File: config.mk
export PLATFORM = sky130hd
export DESIGN_NAME = cfgio_port
export DESIGN_NICKNAME = d
export VERILOG_FILES = /design/src/cfgio_pkg.sv /design/src/cfgio_pin_if.sv /design/src/cfgio_pin_drv.sv /design/src/cfgio_edge_irq.sv /design/src/cfgio_port.sv
export SDC_FILE = /design/constraint.sdc
export NUM_CORES = 1
export LEC_CHECK = 0
export CAP_MARGIN = 30
export CELL_PAD_IN_SITES_DETAIL_PLACEMENT = 1
export CELL_PAD_IN_SITES_GLOBAL_PLACEMENT = 1
export CORE_MARGIN = 2
export CORE_UTILIZATION = 32
export DETAILED_ROUTE_END_ITERATION = 7
export DONT_BUFFER_PORTS = 1
export GPL_TIMING_DRIVEN = 0
export PLACE_DENSITY_LB_ADDON = 0.15
export SLEW_MARGIN = 15
export SYNTH_ARGS = -nofsm -noshare
export SYNTH_HDL_FRONTEND = slang
export SYNTH_SLANG_ARGS = --single-unit
File: constraint.sdc
create_clock -name clk -period 6 [get_ports clk]
set_clock_uncertainty 0.15 [all_clocks]
set_input_delay 0.6 -clock clk [delete_from_list [all_inputs] [get_ports clk]]
set_output_delay 0.6 -clock clk [all_outputs]
set_load 0.005 [all_outputs]
File: src/cfgio_pkg.sv
// constants, types and register map of the configurable io port
package cfgio_pkg;
  // ==========================================================
  // widths
  localparam int NPIN = 8;                       // pins in one port
  localparam int NUSB = 2;                       // usb capable pins
  localparam int AW   = 8;                       // register address width
  localparam int DW   = 16;                      // register data width

  // ==========================================================
  // register byte offsets
  localparam logic [7:0] OFS_OUT_DATA = 8'h00;   // port_out_data_reg
  localparam logic [7:0] OFS_PIN_STAT = 8'h04;   // pin_state_read, read only
  localparam logic [7:0] OFS_DM0      = 8'h08;   // drive mode bit 0 plane
  localparam logic [7:0] OFS_DM1      = 8'h0c;   // drive mode bit 1 plane
  localparam logic [7:0] OFS_DM2      = 8'h10;   // drive mode bit 2 plane
  localparam logic [7:0] OFS_BYPASS   = 8'h14;   // fabric bypass select
  localparam logic [7:0] OFS_RISE_EN  = 8'h18;   // rising edge enables
  localparam logic [7:0] OFS_FALL_EN  = 8'h1c;   // falling edge enables
  localparam logic [7:0] OFS_PEND     = 8'h20;   // pending flags, write 1 clears
  localparam logic [7:0] OFS_USB_CTL  = 8'h24;   // usb pin control
  localparam logic [7:0] OFS_USB_STAT = 8'h28;   // usb state and pending
  localparam logic [7:0] OFS_PIN_BASE = 8'h40;   // per pin views, one word per pin
  localparam logic [7:0] OFS_PIN_LAST = 8'h5c;   // last per pin view

  // ==========================================================
  // per pin view fields
  localparam int PV_DM   = 0;                    // [2:0] drive mode
  localparam int PV_DATA = 3;                    // output data bit
  localparam int PV_BYP  = 4;                    // bypass select
  localparam int PV_RISE = 5;                    // rising edge enable
  localparam int PV_FALL = 6;                    // falling edge enable
  localparam int PV_PEND = 7;                    // pending, write 1 clears
  localparam int PV_STAT = 8;                    // pin level, read only

  // usb control fields
  localparam int UC_PP   = 0;                    // [1:0] push pull enables
  localparam int UC_DATA = 2;                    // [3:2] output data
  localparam int UC_RISE = 4;                    // [5:4] rising enables
  localparam int UC_FALL = 6;                    // [7:6] falling enables
  localparam int US_PEND = 2;                    // [3:2] usb pending in status

  // ==========================================================
  // reset values
  localparam logic [7:0]  RST_OUT_DATA = 8'h00;  // default port data
  localparam logic [23:0] RST_DM       = 24'h00_0000; // default: all analog high z
  localparam logic [7:0]  RST_BYTE     = 8'h00;  // other byte registers

  // ==========================================================
  // drive modes, codes follow declaration order 0..7
  typedef enum logic [2:0] {
    DM_HIZ_ANA, DM_HIZ_DIG, DM_RES_UP, DM_RES_DN,
    DM_OD_LO, DM_OD_HI, DM_STRONG, DM_RES_BOTH
  } cfgio_dm_t;
endpackage : cfgio_pkg

File: src/cfgio_pin_if.sv
// bundle between the port core and one pin driver
interface cfgio_pin_if;
  import cfgio_pkg::*;
  cfgio_dm_t dm;        // selected drive mode
  logic      dout;      // data after bypass mux
  logic      pad_out;   // driven level
  logic      pad_oe;    // strong drive enable
  logic      pad_pu;    // resistive pull up enable
  logic      pad_pd;    // resistive pull down enable
  // core side
  modport ctl (output dm, dout, input pad_out, pad_oe, pad_pu, pad_pd);
  // driver side
  modport drv (input dm, dout, output pad_out, pad_oe, pad_pu, pad_pd);
endinterface : cfgio_pin_if

File: src/cfgio_pin_drv.sv
// one pin: drive mode and data to registered pad controls
module cfgio_pin_drv (
  // clock and reset
  input wire logic clk,
  input wire logic rst,
  // core bundle
  cfgio_pin_if.drv p
);
  import cfgio_pkg::*;

  // ==========================================================
  // drive decode, registered so pads come from flip-flops
  always_ff @(posedge clk or posedge rst) begin
    if (rst) begin
      p.pad_out <= 1'b0;
      p.pad_oe  <= 1'b0;
      p.pad_pu  <= 1'b0;
      p.pad_pd  <= 1'b0;
    end else begin
      p.pad_out <= p.dout;                                  // RL2
      case (p.dm)
        DM_HIZ_ANA, DM_HIZ_DIG: begin                       // RL1
          p.pad_oe <= 1'b0;
          p.pad_pu <= 1'b0;
          p.pad_pd <= 1'b0;
        end
        DM_RES_UP: begin                                    // RL5
          p.pad_oe <= ~p.dout;
          p.pad_pu <= p.dout;
          p.pad_pd <= 1'b0;
        end
        DM_RES_DN: begin                                    // RL5
          p.pad_oe <= p.dout;
          p.pad_pu <= 1'b0;
          p.pad_pd <= ~p.dout;
        end
        DM_OD_LO: begin                                     // RL3
          p.pad_oe <= ~p.dout;
          p.pad_pu <= 1'b0;
          p.pad_pd <= 1'b0;
        end
        DM_OD_HI: begin                                     // RL4
          p.pad_oe <= p.dout;
          p.pad_pu <= 1'b0;
          p.pad_pd <= 1'b0;
        end
        DM_STRONG: begin                                    // RL4
          p.pad_oe <= 1'b1;
          p.pad_pu <= 1'b0;
          p.pad_pd <= 1'b0;
        end
        default: begin                                      // resistive both
          p.pad_oe <= 1'b0;
          p.pad_pu <= p.dout;
          p.pad_pd <= ~p.dout;
        end
      endcase
    end
  end
endmodule : cfgio_pin_drv

File: src/cfgio_edge_irq.sv
// edge detect with sticky pending flags per bit
module cfgio_edge_irq #(
  parameter int W = 8                        // number of pins watched
) (
  // clock and reset
  input  wire logic         clk,
  input  wire logic         rst,
  // levels and controls
  input  wire logic [W-1:0] lvl,             // synchronised pin levels
  input  wire logic [W-1:0] rise_en,         // rising edge enables
  input  wire logic [W-1:0] fall_en,         // falling edge enables
  input  wire logic [W-1:0] clr,             // clear strobes
  // result
  output logic      [W-1:0] pend             // sticky pending flags
);
  logic [W-1:0] prev_q;                      // level one cycle ago
  logic         armed_q;                     // prev_q holds a real sample
  logic [W-1:0] hit;                         // edge seen this cycle

  // edge match, ignored until a first sample exists
  assign hit = {W{armed_q}} & ((rise_en & lvl & ~prev_q)
                             | (fall_en & ~lvl & prev_q));   // RL8

  // ==========================================================
  // history of levels
  always_ff @(posedge clk or posedge rst) begin
    if (rst) begin
      prev_q  <= '0;
      armed_q <= 1'b0;
    end else begin
      prev_q  <= lvl;
      armed_q <= 1'b1;
    end
  end

  // ==========================================================
  // pending flags: a new edge wins over a clear in the same cycle
  always_ff @(posedge clk or posedge rst) begin
    if (rst) begin
      pend <= '0;
    end else begin
      pend <= (pend & ~clr) | hit;                            // RL14
    end
  end
endmodule : cfgio_edge_irq

File: src/cfgio_port.sv
// configurable io port: registers, pin drivers and port interrupts
// What this block does
// RL1: each pin has eight mode selector; 000/001 float
// RL2: pin follows data register or bypass fabric signal
// RL3: mode 100 drives low, floats high
// RL4: mode 101 drives high only; 110 both
// RL5: modes 010, 011, 111 use resistive pulls
// RL6: drive modes take configured values at reset
// RL7: port reset state is user configurable
// RL8: per pin rising, falling or both edge interrupts
// RL9: pin interrupts merge into one port request
// RL10: pin state read separately from output data
// RL11: whole port and per pin register views
// RL12: peripherals use fabric; cpu uses registers
// RL13: usb pins add push pull and edge interrupts
// RL14: edge sets pending flag until software clears
module cfgio_port #(
  parameter logic [7:0]  PORT_RESET_DATA = cfgio_pkg::RST_OUT_DATA, // user reset data
  parameter logic [23:0] PORT_RESET_DM   = cfgio_pkg::RST_DM        // user reset modes
) (
  // clock and reset
  input  wire logic                          clk,
  input  wire logic                          rst,
  // register port
  input  wire logic [cfgio_pkg::AW-1:0]      reg_addr,
  input  wire logic [cfgio_pkg::DW-1:0]      reg_wdata,
  input  wire logic                          reg_wr,
  input  wire logic                          reg_rd,
  output logic      [cfgio_pkg::DW-1:0]      reg_rdata,
  // general pins
  input  wire logic [cfgio_pkg::NPIN-1:0]    pad_in,
  output logic      [cfgio_pkg::NPIN-1:0]    pad_out,
  output logic      [cfgio_pkg::NPIN-1:0]    pad_oe,
  output logic      [cfgio_pkg::NPIN-1:0]    pad_pu,
  output logic      [cfgio_pkg::NPIN-1:0]    pad_pd,
  // usb capable pins
  input  wire logic [cfgio_pkg::NUSB-1:0]    usb_pad_in,
  output logic      [cfgio_pkg::NUSB-1:0]    usb_pad_out,
  output logic      [cfgio_pkg::NUSB-1:0]    usb_pad_oe,
  // routed digital fabric
  input  wire logic [cfgio_pkg::NPIN-1:0]    fab_out,
  output logic      [cfgio_pkg::NPIN-1:0]    fab_in,
  // interrupt requests
  output logic                               port_irq,
  output logic                               usb_irq
);
  import cfgio_pkg::*;

  // ==========================================================
  // state
  logic [NPIN-1:0] out_data_q;               // port_out_data_reg
  logic [NPIN-1:0] dm0_q, dm1_q, dm2_q;      // drive mode planes
  logic [NPIN-1:0] byp_q;                    // bypass selects
  logic [NPIN-1:0] rise_q, fall_q;           // edge enables
  logic [NPIN-1:0] sync1_q, sync2_q;         // pin synchroniser
  logic [NUSB-1:0] usync1_q, usync2_q;       // usb pin synchroniser
  logic [7:0]      usb_ctl_q;                // usb control
  logic [NPIN-1:0] pend;                     // pending flags
  logic [NUSB-1:0] usb_pend;                 // usb pending flags
  logic [NPIN-1:0] pend_clr;                 // clear strobes
  logic [NUSB-1:0] usb_clr;                  // usb clear strobes
  logic [DW-1:0]   rdata_d;                  // read mux
  logic            pin_hit;                  // per pin view addressed
  logic [2:0]      pin_idx;                  // addressed pin
  logic [1:0]      warm_q;                   // cycles since reset release, stops at 2
  logic            sync_ok;                  // both sync stages hold pin samples

  // per pin view decode
  assign pin_hit = (reg_addr >= OFS_PIN_BASE) && (reg_addr <= OFS_PIN_LAST)
                   && (reg_addr[1:0] == 2'b00);
  assign pin_idx = reg_addr[4:2];

  // ==========================================================
  // input synchronisers, first stage feeds only the second
  always_ff @(posedge clk or posedge rst) begin
    if (rst) begin
      sync1_q  <= '0;
      sync2_q  <= '0;
      usync1_q <= '0;
      usync2_q <= '0;
    end else begin
      sync1_q  <= pad_in;
      sync2_q  <= sync1_q;
      usync1_q <= usb_pad_in;
      usync2_q <= usync1_q;
    end
  end

  // edges count only once both stages hold real pin samples
  always_ff @(posedge clk or posedge rst) begin
    if (rst) begin
      warm_q <= 2'h0;
    end else if (!sync_ok) begin
      warm_q <= warm_q + 2'h1;                              // RL8
    end
  end
  assign sync_ok = warm_q[1];

  // ==========================================================
  // fabric input path, peripherals see pins only here
  always_ff @(posedge clk or posedge rst) begin
    if (rst) begin
      fab_in <= '0;
    end else begin
      fab_in <= sync2_q;                                    // RL12
    end
  end

  // ==========================================================
  // configuration writes, whole port or per pin view
  always_ff @(posedge clk or posedge rst) begin
    if (rst) begin
      out_data_q <= PORT_RESET_DATA;                        // RL7
      dm0_q      <= PORT_RESET_DM[7:0];                     // RL6
      dm1_q      <= PORT_RESET_DM[15:8];
      dm2_q      <= PORT_RESET_DM[23:16];
      byp_q      <= RST_BYTE;
      rise_q     <= RST_BYTE;
      fall_q     <= RST_BYTE;
      usb_ctl_q  <= RST_BYTE;
    end else if (reg_wr) begin
      case (reg_addr)
        OFS_OUT_DATA: out_data_q <= reg_wdata[7:0];
        OFS_DM0:      dm0_q      <= reg_wdata[7:0];         // RL11
        OFS_DM1:      dm1_q      <= reg_wdata[7:0];
        OFS_DM2:      dm2_q      <= reg_wdata[7:0];
        OFS_BYPASS:   byp_q      <= reg_wdata[7:0];
        OFS_RISE_EN:  rise_q     <= reg_wdata[7:0];
        OFS_FALL_EN:  fall_q     <= reg_wdata[7:0];
        OFS_USB_CTL:  usb_ctl_q  <= reg_wdata[7:0];         // RL13
        default: begin
          if (pin_hit) begin                                // RL11
            dm0_q[pin_idx]      <= reg_wdata[PV_DM];
            dm1_q[pin_idx]      <= reg_wdata[PV_DM+1];
            dm2_q[pin_idx]      <= reg_wdata[PV_DM+2];
            out_data_q[pin_idx] <= reg_wdata[PV_DATA];
            byp_q[pin_idx]      <= reg_wdata[PV_BYP];
            rise_q[pin_idx]     <= reg_wdata[PV_RISE];
            fall_q[pin_idx]     <= reg_wdata[PV_FALL];
          end
        end
      endcase
    end
  end

  // ==========================================================
  // write one to clear strobes for pending flags
  always_comb begin
    pend_clr = '0;
    usb_clr  = '0;
    if (reg_wr && reg_addr == OFS_PEND) begin
      pend_clr = reg_wdata[7:0];
    end
    if (reg_wr && pin_hit && reg_wdata[PV_PEND]) begin
      pend_clr[pin_idx] = 1'b1;
    end
    if (reg_wr && reg_addr == OFS_USB_STAT) begin
      usb_clr = reg_wdata[US_PEND+1:US_PEND];
    end
  end

  // ==========================================================
  // read mux; pin state comes from the pins, never from out_data_q
  always_comb begin
    rdata_d = '0;
    case (reg_addr)
      OFS_OUT_DATA: rdata_d[7:0] = out_data_q;
      OFS_PIN_STAT: rdata_d[7:0] = sync2_q;                 // RL10
      OFS_DM0:      rdata_d[7:0] = dm0_q;
      OFS_DM1:      rdata_d[7:0] = dm1_q;
      OFS_DM2:      rdata_d[7:0] = dm2_q;
      OFS_BYPASS:   rdata_d[7:0] = byp_q;
      OFS_RISE_EN:  rdata_d[7:0] = rise_q;
      OFS_FALL_EN:  rdata_d[7:0] = fall_q;
      OFS_PEND:     rdata_d[7:0] = pend;
      OFS_USB_CTL:  rdata_d[7:0] = usb_ctl_q;
      OFS_USB_STAT: rdata_d[3:0] = {usb_pend, usync2_q};
      default: begin
        if (pin_hit) begin
          rdata_d[PV_DM+2:PV_DM] = {dm2_q[pin_idx], dm1_q[pin_idx], dm0_q[pin_idx]};
          rdata_d[PV_DATA] = out_data_q[pin_idx];
          rdata_d[PV_BYP]  = byp_q[pin_idx];
          rdata_d[PV_RISE] = rise_q[pin_idx];
          rdata_d[PV_FALL] = fall_q[pin_idx];
          rdata_d[PV_PEND] = pend[pin_idx];
          rdata_d[PV_STAT] = sync2_q[pin_idx];
        end
      end
    endcase
  end

  // read data stand the cycle after the strobe, zero otherwise
  always_ff @(posedge clk or posedge rst) begin
    if (rst) begin
      reg_rdata <= '0;
    end else begin
      reg_rdata <= reg_rd ? rdata_d : '0;
    end
  end

  // ==========================================================
  // pin drivers, one per pin
  for (genvar i = 0; i < NPIN; i++) begin : g_pin
    cfgio_pin_if pif ();
    assign pif.dm   = cfgio_dm_t'({dm2_q[i], dm1_q[i], dm0_q[i]}); // RL1
    assign pif.dout = byp_q[i] ? fab_out[i] : out_data_q[i];      // RL2
    assign pad_out[i] = pif.pad_out;
    assign pad_oe[i]  = pif.pad_oe;
    assign pad_pu[i]  = pif.pad_pu;
    assign pad_pd[i]  = pif.pad_pd;
    cfgio_pin_drv u_drv (.clk(clk), .rst(rst), .p(pif.drv));
  end

  // usb pins: push pull when enabled, digital high z otherwise
  for (genvar j = 0; j < NUSB; j++) begin : g_usb
    cfgio_pin_if uif ();
    assign uif.dm   = usb_ctl_q[UC_PP+j] ? DM_STRONG : DM_HIZ_DIG; // RL13
    assign uif.dout = usb_ctl_q[UC_DATA+j];
    assign usb_pad_out[j] = uif.pad_out;
    assign usb_pad_oe[j]  = uif.pad_oe;
    cfgio_pin_drv u_drv (.clk(clk), .rst(rst), .p(uif.drv));
  end

  // ==========================================================
  // edge interrupts
  // enables held off until the synchronisers are warm; prev_q still holds 0 on that first cycle, so a high pin can flag a rising edge
  cfgio_edge_irq #(.W(NPIN)) u_edge (
    .clk(clk), .rst(rst), .lvl(sync2_q),
    .rise_en(rise_q & {NPIN{sync_ok}}),
    .fall_en(fall_q & {NPIN{sync_ok}}),
    .clr(pend_clr), .pend(pend)
  );
  cfgio_edge_irq #(.W(NUSB)) u_usb_edge (                  // RL13
    .clk(clk), .rst(rst), .lvl(usync2_q),
    .rise_en(usb_ctl_q[UC_RISE+1:UC_RISE] & {NUSB{sync_ok}}),
    .fall_en(usb_ctl_q[UC_FALL+1:UC_FALL] & {NUSB{sync_ok}}),
    .clr(usb_clr), .pend(usb_pend)
  );

  // one request for the general pins and one for the usb pins, each held while any of its flags is pending
  always_ff @(posedge clk or posedge rst) begin
    if (rst) begin
      port_irq <= 1'b0;
      usb_irq  <= 1'b0;
    end else begin
      port_irq <= |pend;                                    // RL9
      usb_irq  <= |usb_pend;
    end
  end
endmodule : cfgio_port

==> reports/summary.txt <==
Min cycle time layout = 2.91 ns
Hold WC Path Type = in -> reg
Data required, critical path = 6.17 ns
Total CTS buffers = 17
CP cell instances = buf_6 -> nor4_4 -> nand2_1 -> a2111oi_0 -> mux2_2
Clock root buffer master = clkbuf_16
Start point of the worst hold path = pad_in[1]
Final ANT Viol Nets = 0
Maxcap violations = 0
GRT overflow = 0
Routed wire length = 39400 µm
Count of flip-flops with a built-in enable after synthesis = 0
DRT Pass-1 Iters = 5
Sequential power share = 46.4%
Core area = 27000 µm²
WL/cell = 32.7 µm
Initial antenna violation count = 1
# nets final = 899
Int Power = 1.83 mW
Final GP Congestion = 0.976
Mapped cell area = 8810 µm²
Worst slew pin tran = 1.03 ns
Routed vias = 7619
Lkg Pwr = 4.07 nW
Sw frac = 31.7%
Syn_area_per_cell = 10.7 µm²
CTS tree = done
Setup violators final = 0
Crit. End Element = flop
Seq/Total Area, Yosys = 43.7%
Synthesis-to-layout area growth = 12.3%
Vias in the first global route = 7761
Combinational Power Share = 14.1%
Critical path launch point = reg_addr[5]
Initial Utilization = 32.6%
Layout cells sized above 1 = 20.7%
Top-Level Pins = 108
Max Clock Freq = 344 MHz
Worst VDD drop = 0.148 mV
CTS Sinks = 154
Worst EP arrival = 3.08 ns
Asr flop ratio synth = 100%
Top delay family on crit path = simple AND/OR/NAND/NOR gates
Slowest CP cell = a2111oi_0
RSZ-0062 raised after global routing = no
Yosys reg bits = 154
FILL cells = 2994
Sum of negative setup slack = 0 ns
Total Power = 2.68 mW
# H-tree levels = 4
Crit start category = primary input
Final Util = 36.6%
Die span in y = 170 µm
Slew headroom = 31.2%
GRT Util Overall = 27.8%
Library cells used by synthesis = 76
Sw Pwr = 0.851 mW
# diodes = 0
Pins Over Slew Limit = 0
# port buffers = 0
Outcome = completed
First-pass GRT wire length = 57100 µm
Synth warn = 0
Clk pwr share = 39.5%
Final Hold Vio Count = 0
Number of core rows = 60
Drt drc = 0
Most frequent cells in the layout = 154 x dfrtp_1, 49 x buf_4, 44 x nand2_1, 44 x o21ai_0, 41 x a22oi_1
Max stage delay on crit path = 0.89 ns
Primary FF master, synth = dfrtp_1
Mapped Cells = 822
Horiz. Die Dim = 170 µm
Maximum clock path buffer count = 2
Kind of critical path = in -> reg
Final period utilization = 48.5%
DP HPWL = 29100 µm
Critical path peak fanout = 10
Cells after DPL = 1172
Clock-pin slew on the worst setup and hold paths = 0.07 ns
DRT iter0 DRCs = 750
Die Area = 28900 µm²
Most common cell after layout, fill and taps aside = dfrtp_1
Non-Filler Instances = 1207
PD cells = 271 nW/µm²
Worst reg2reg startpoint = dm2_q[1]
CP bufs+invs = 1
Clock Latency Late Sink = 0.45 ns
Largest net degree at the start of global routing = 91
Vias/cell = 6.31
## final cells by class
class / instances / area, µm² / share of cell area, %
Inverter: 19 / 78.8 / 0.797
Buffer: 119 / 716 / 7.23
Timing Repair Buffer: 6 / 73.8 / 0.746
Sequential cell: 154 / 3850 / 38.9
Clock inverter: 13 / 106 / 1.07
Tap cell: 341 / 427 / 4.31
Multi-Input combinational cell: 536 / 4200 / 42.4
Clock buffer: 19 / 443 / 4.48
## layer usage
| metal | share of wire (%) | up-vias | GRT usage [%] |
|---|---|---|---|
| met2 | 48 | 352 | 45.0 |
| met3 | 6.3 | 74 | 4.05 |
| li1 | - | 3176 | - |
| met4 | 3.4 | 0 | 11.1 |
| met1 | 43 | 4017 | 37.7 |
| met5 | 0 | - | 0 |
## flip-flops by register name, summed over array words and instances (netlist names), 8 cells and up
register	count
byp_q	8
dm0_q	8
dm1_q	8
dm2_q	8
fall_q	8
g_pin.u_drv.p.pad_oe	8
g_pin.u_drv.p.pad_out	8
g_pin.u_drv.p.pad_pd	8
g_pin.u_drv.p.pad_pu	8
out_data_q	8
reg_rdata	9
rise_q	8
sync1_q	8
sync2_q	8
u_edge.pend	8
u_edge.prev_q	8
usb_ctl_q	8
## Yosys cell counts, types with 8 or more instances
master	n	area share [%]
mux4_2	24	6.1
o22a_1	8	0.80
nor3_1	10	0.57
a2bb2oi_1	11	1.1
inv_1	19	0.81
o31ai_1	10	0.85
a22o_1	11	1.1
buf_4	49	4.2
o2bb2ai_1	20	2.0
nand3b_1	10	0.85
o21ai_0	44	2.5
xnor2_1	9	0.89
dfrtp_1	154	44
buf_2	31	1.8
a21oi_1	33	1.9
o211ai_1	19	1.6
mux2_2	9	1.2
and3_1	23	1.6
nand2_1	44	1.9
buf_1	9	0.38
a211oi_1	12	1.0
nand3_1	11	0.62
o22ai_1	8	0.57
a31oi_1	14	0.99
mux2i_1	29	3.3
clkbuf_1	23	0.98
a22oi_1	41	3.5
nor2_1	18	0.77
## path summary, 6_finish.rpt
| kind | end | slack (ns) | cells past startpoint |
|---|---|---|---|
| worst max-delay path | dm0_q[0] | 3.09 | 5 |
| worst min-delay path | sync1_q[1] | 0.02 | 0 |
| worst max register to register | reg_rdata[1] | 3.95 | 4 |
| worst min register to register | usync2_q[0] | 0.20 | 0 |
| max in group asynchronous | byp_q[0] | 4.36 | 3 |
| min in group asynchronous | g_pin[0].u_drv.p.pad_oe | 0.54 | 2 |
## power by group through the flow
stage	Clock [mW]	Combinational, mW	Sequential [mW]
5_1_grt	1.11	0.406	1.25
4_1_cts	1.07	0.374	1.24
6_report	1.06	0.379	1.25
3_3_place_gp	0	0.359	1.26
3_5_place_dp	0	0.372	1.26
2_1_floorplan	0	0.272	1.19
## stage by stage
stage,setup WS [ns],hold WS [ns],area [µm²]
after detailed placement,2.72,0.186,9320
after floorplan,1.10,0.181,8830
final,3.09,0.0240,9890
after global routing,3.04,0.0148,9890
after CTS,3.14,0.0202,9870
after global placement,-0.574,0.181,9260
## kinds of logic after synthesis
family,synth area share (%)
xor+xnor,1.29
mux,11.4
other cells,0.0852
compound gates,23.3
flops,43.7
simple gates,11.2
buf+inv,8.93
## what timing repair did
item                                   4_1_cts  5_1_grt
resized for setup                            0        0
setup buffers                                0        0
hold buffers                                 1        0
endpoints found under the hold margin       64        0
(Power assumes the default switching activity.)
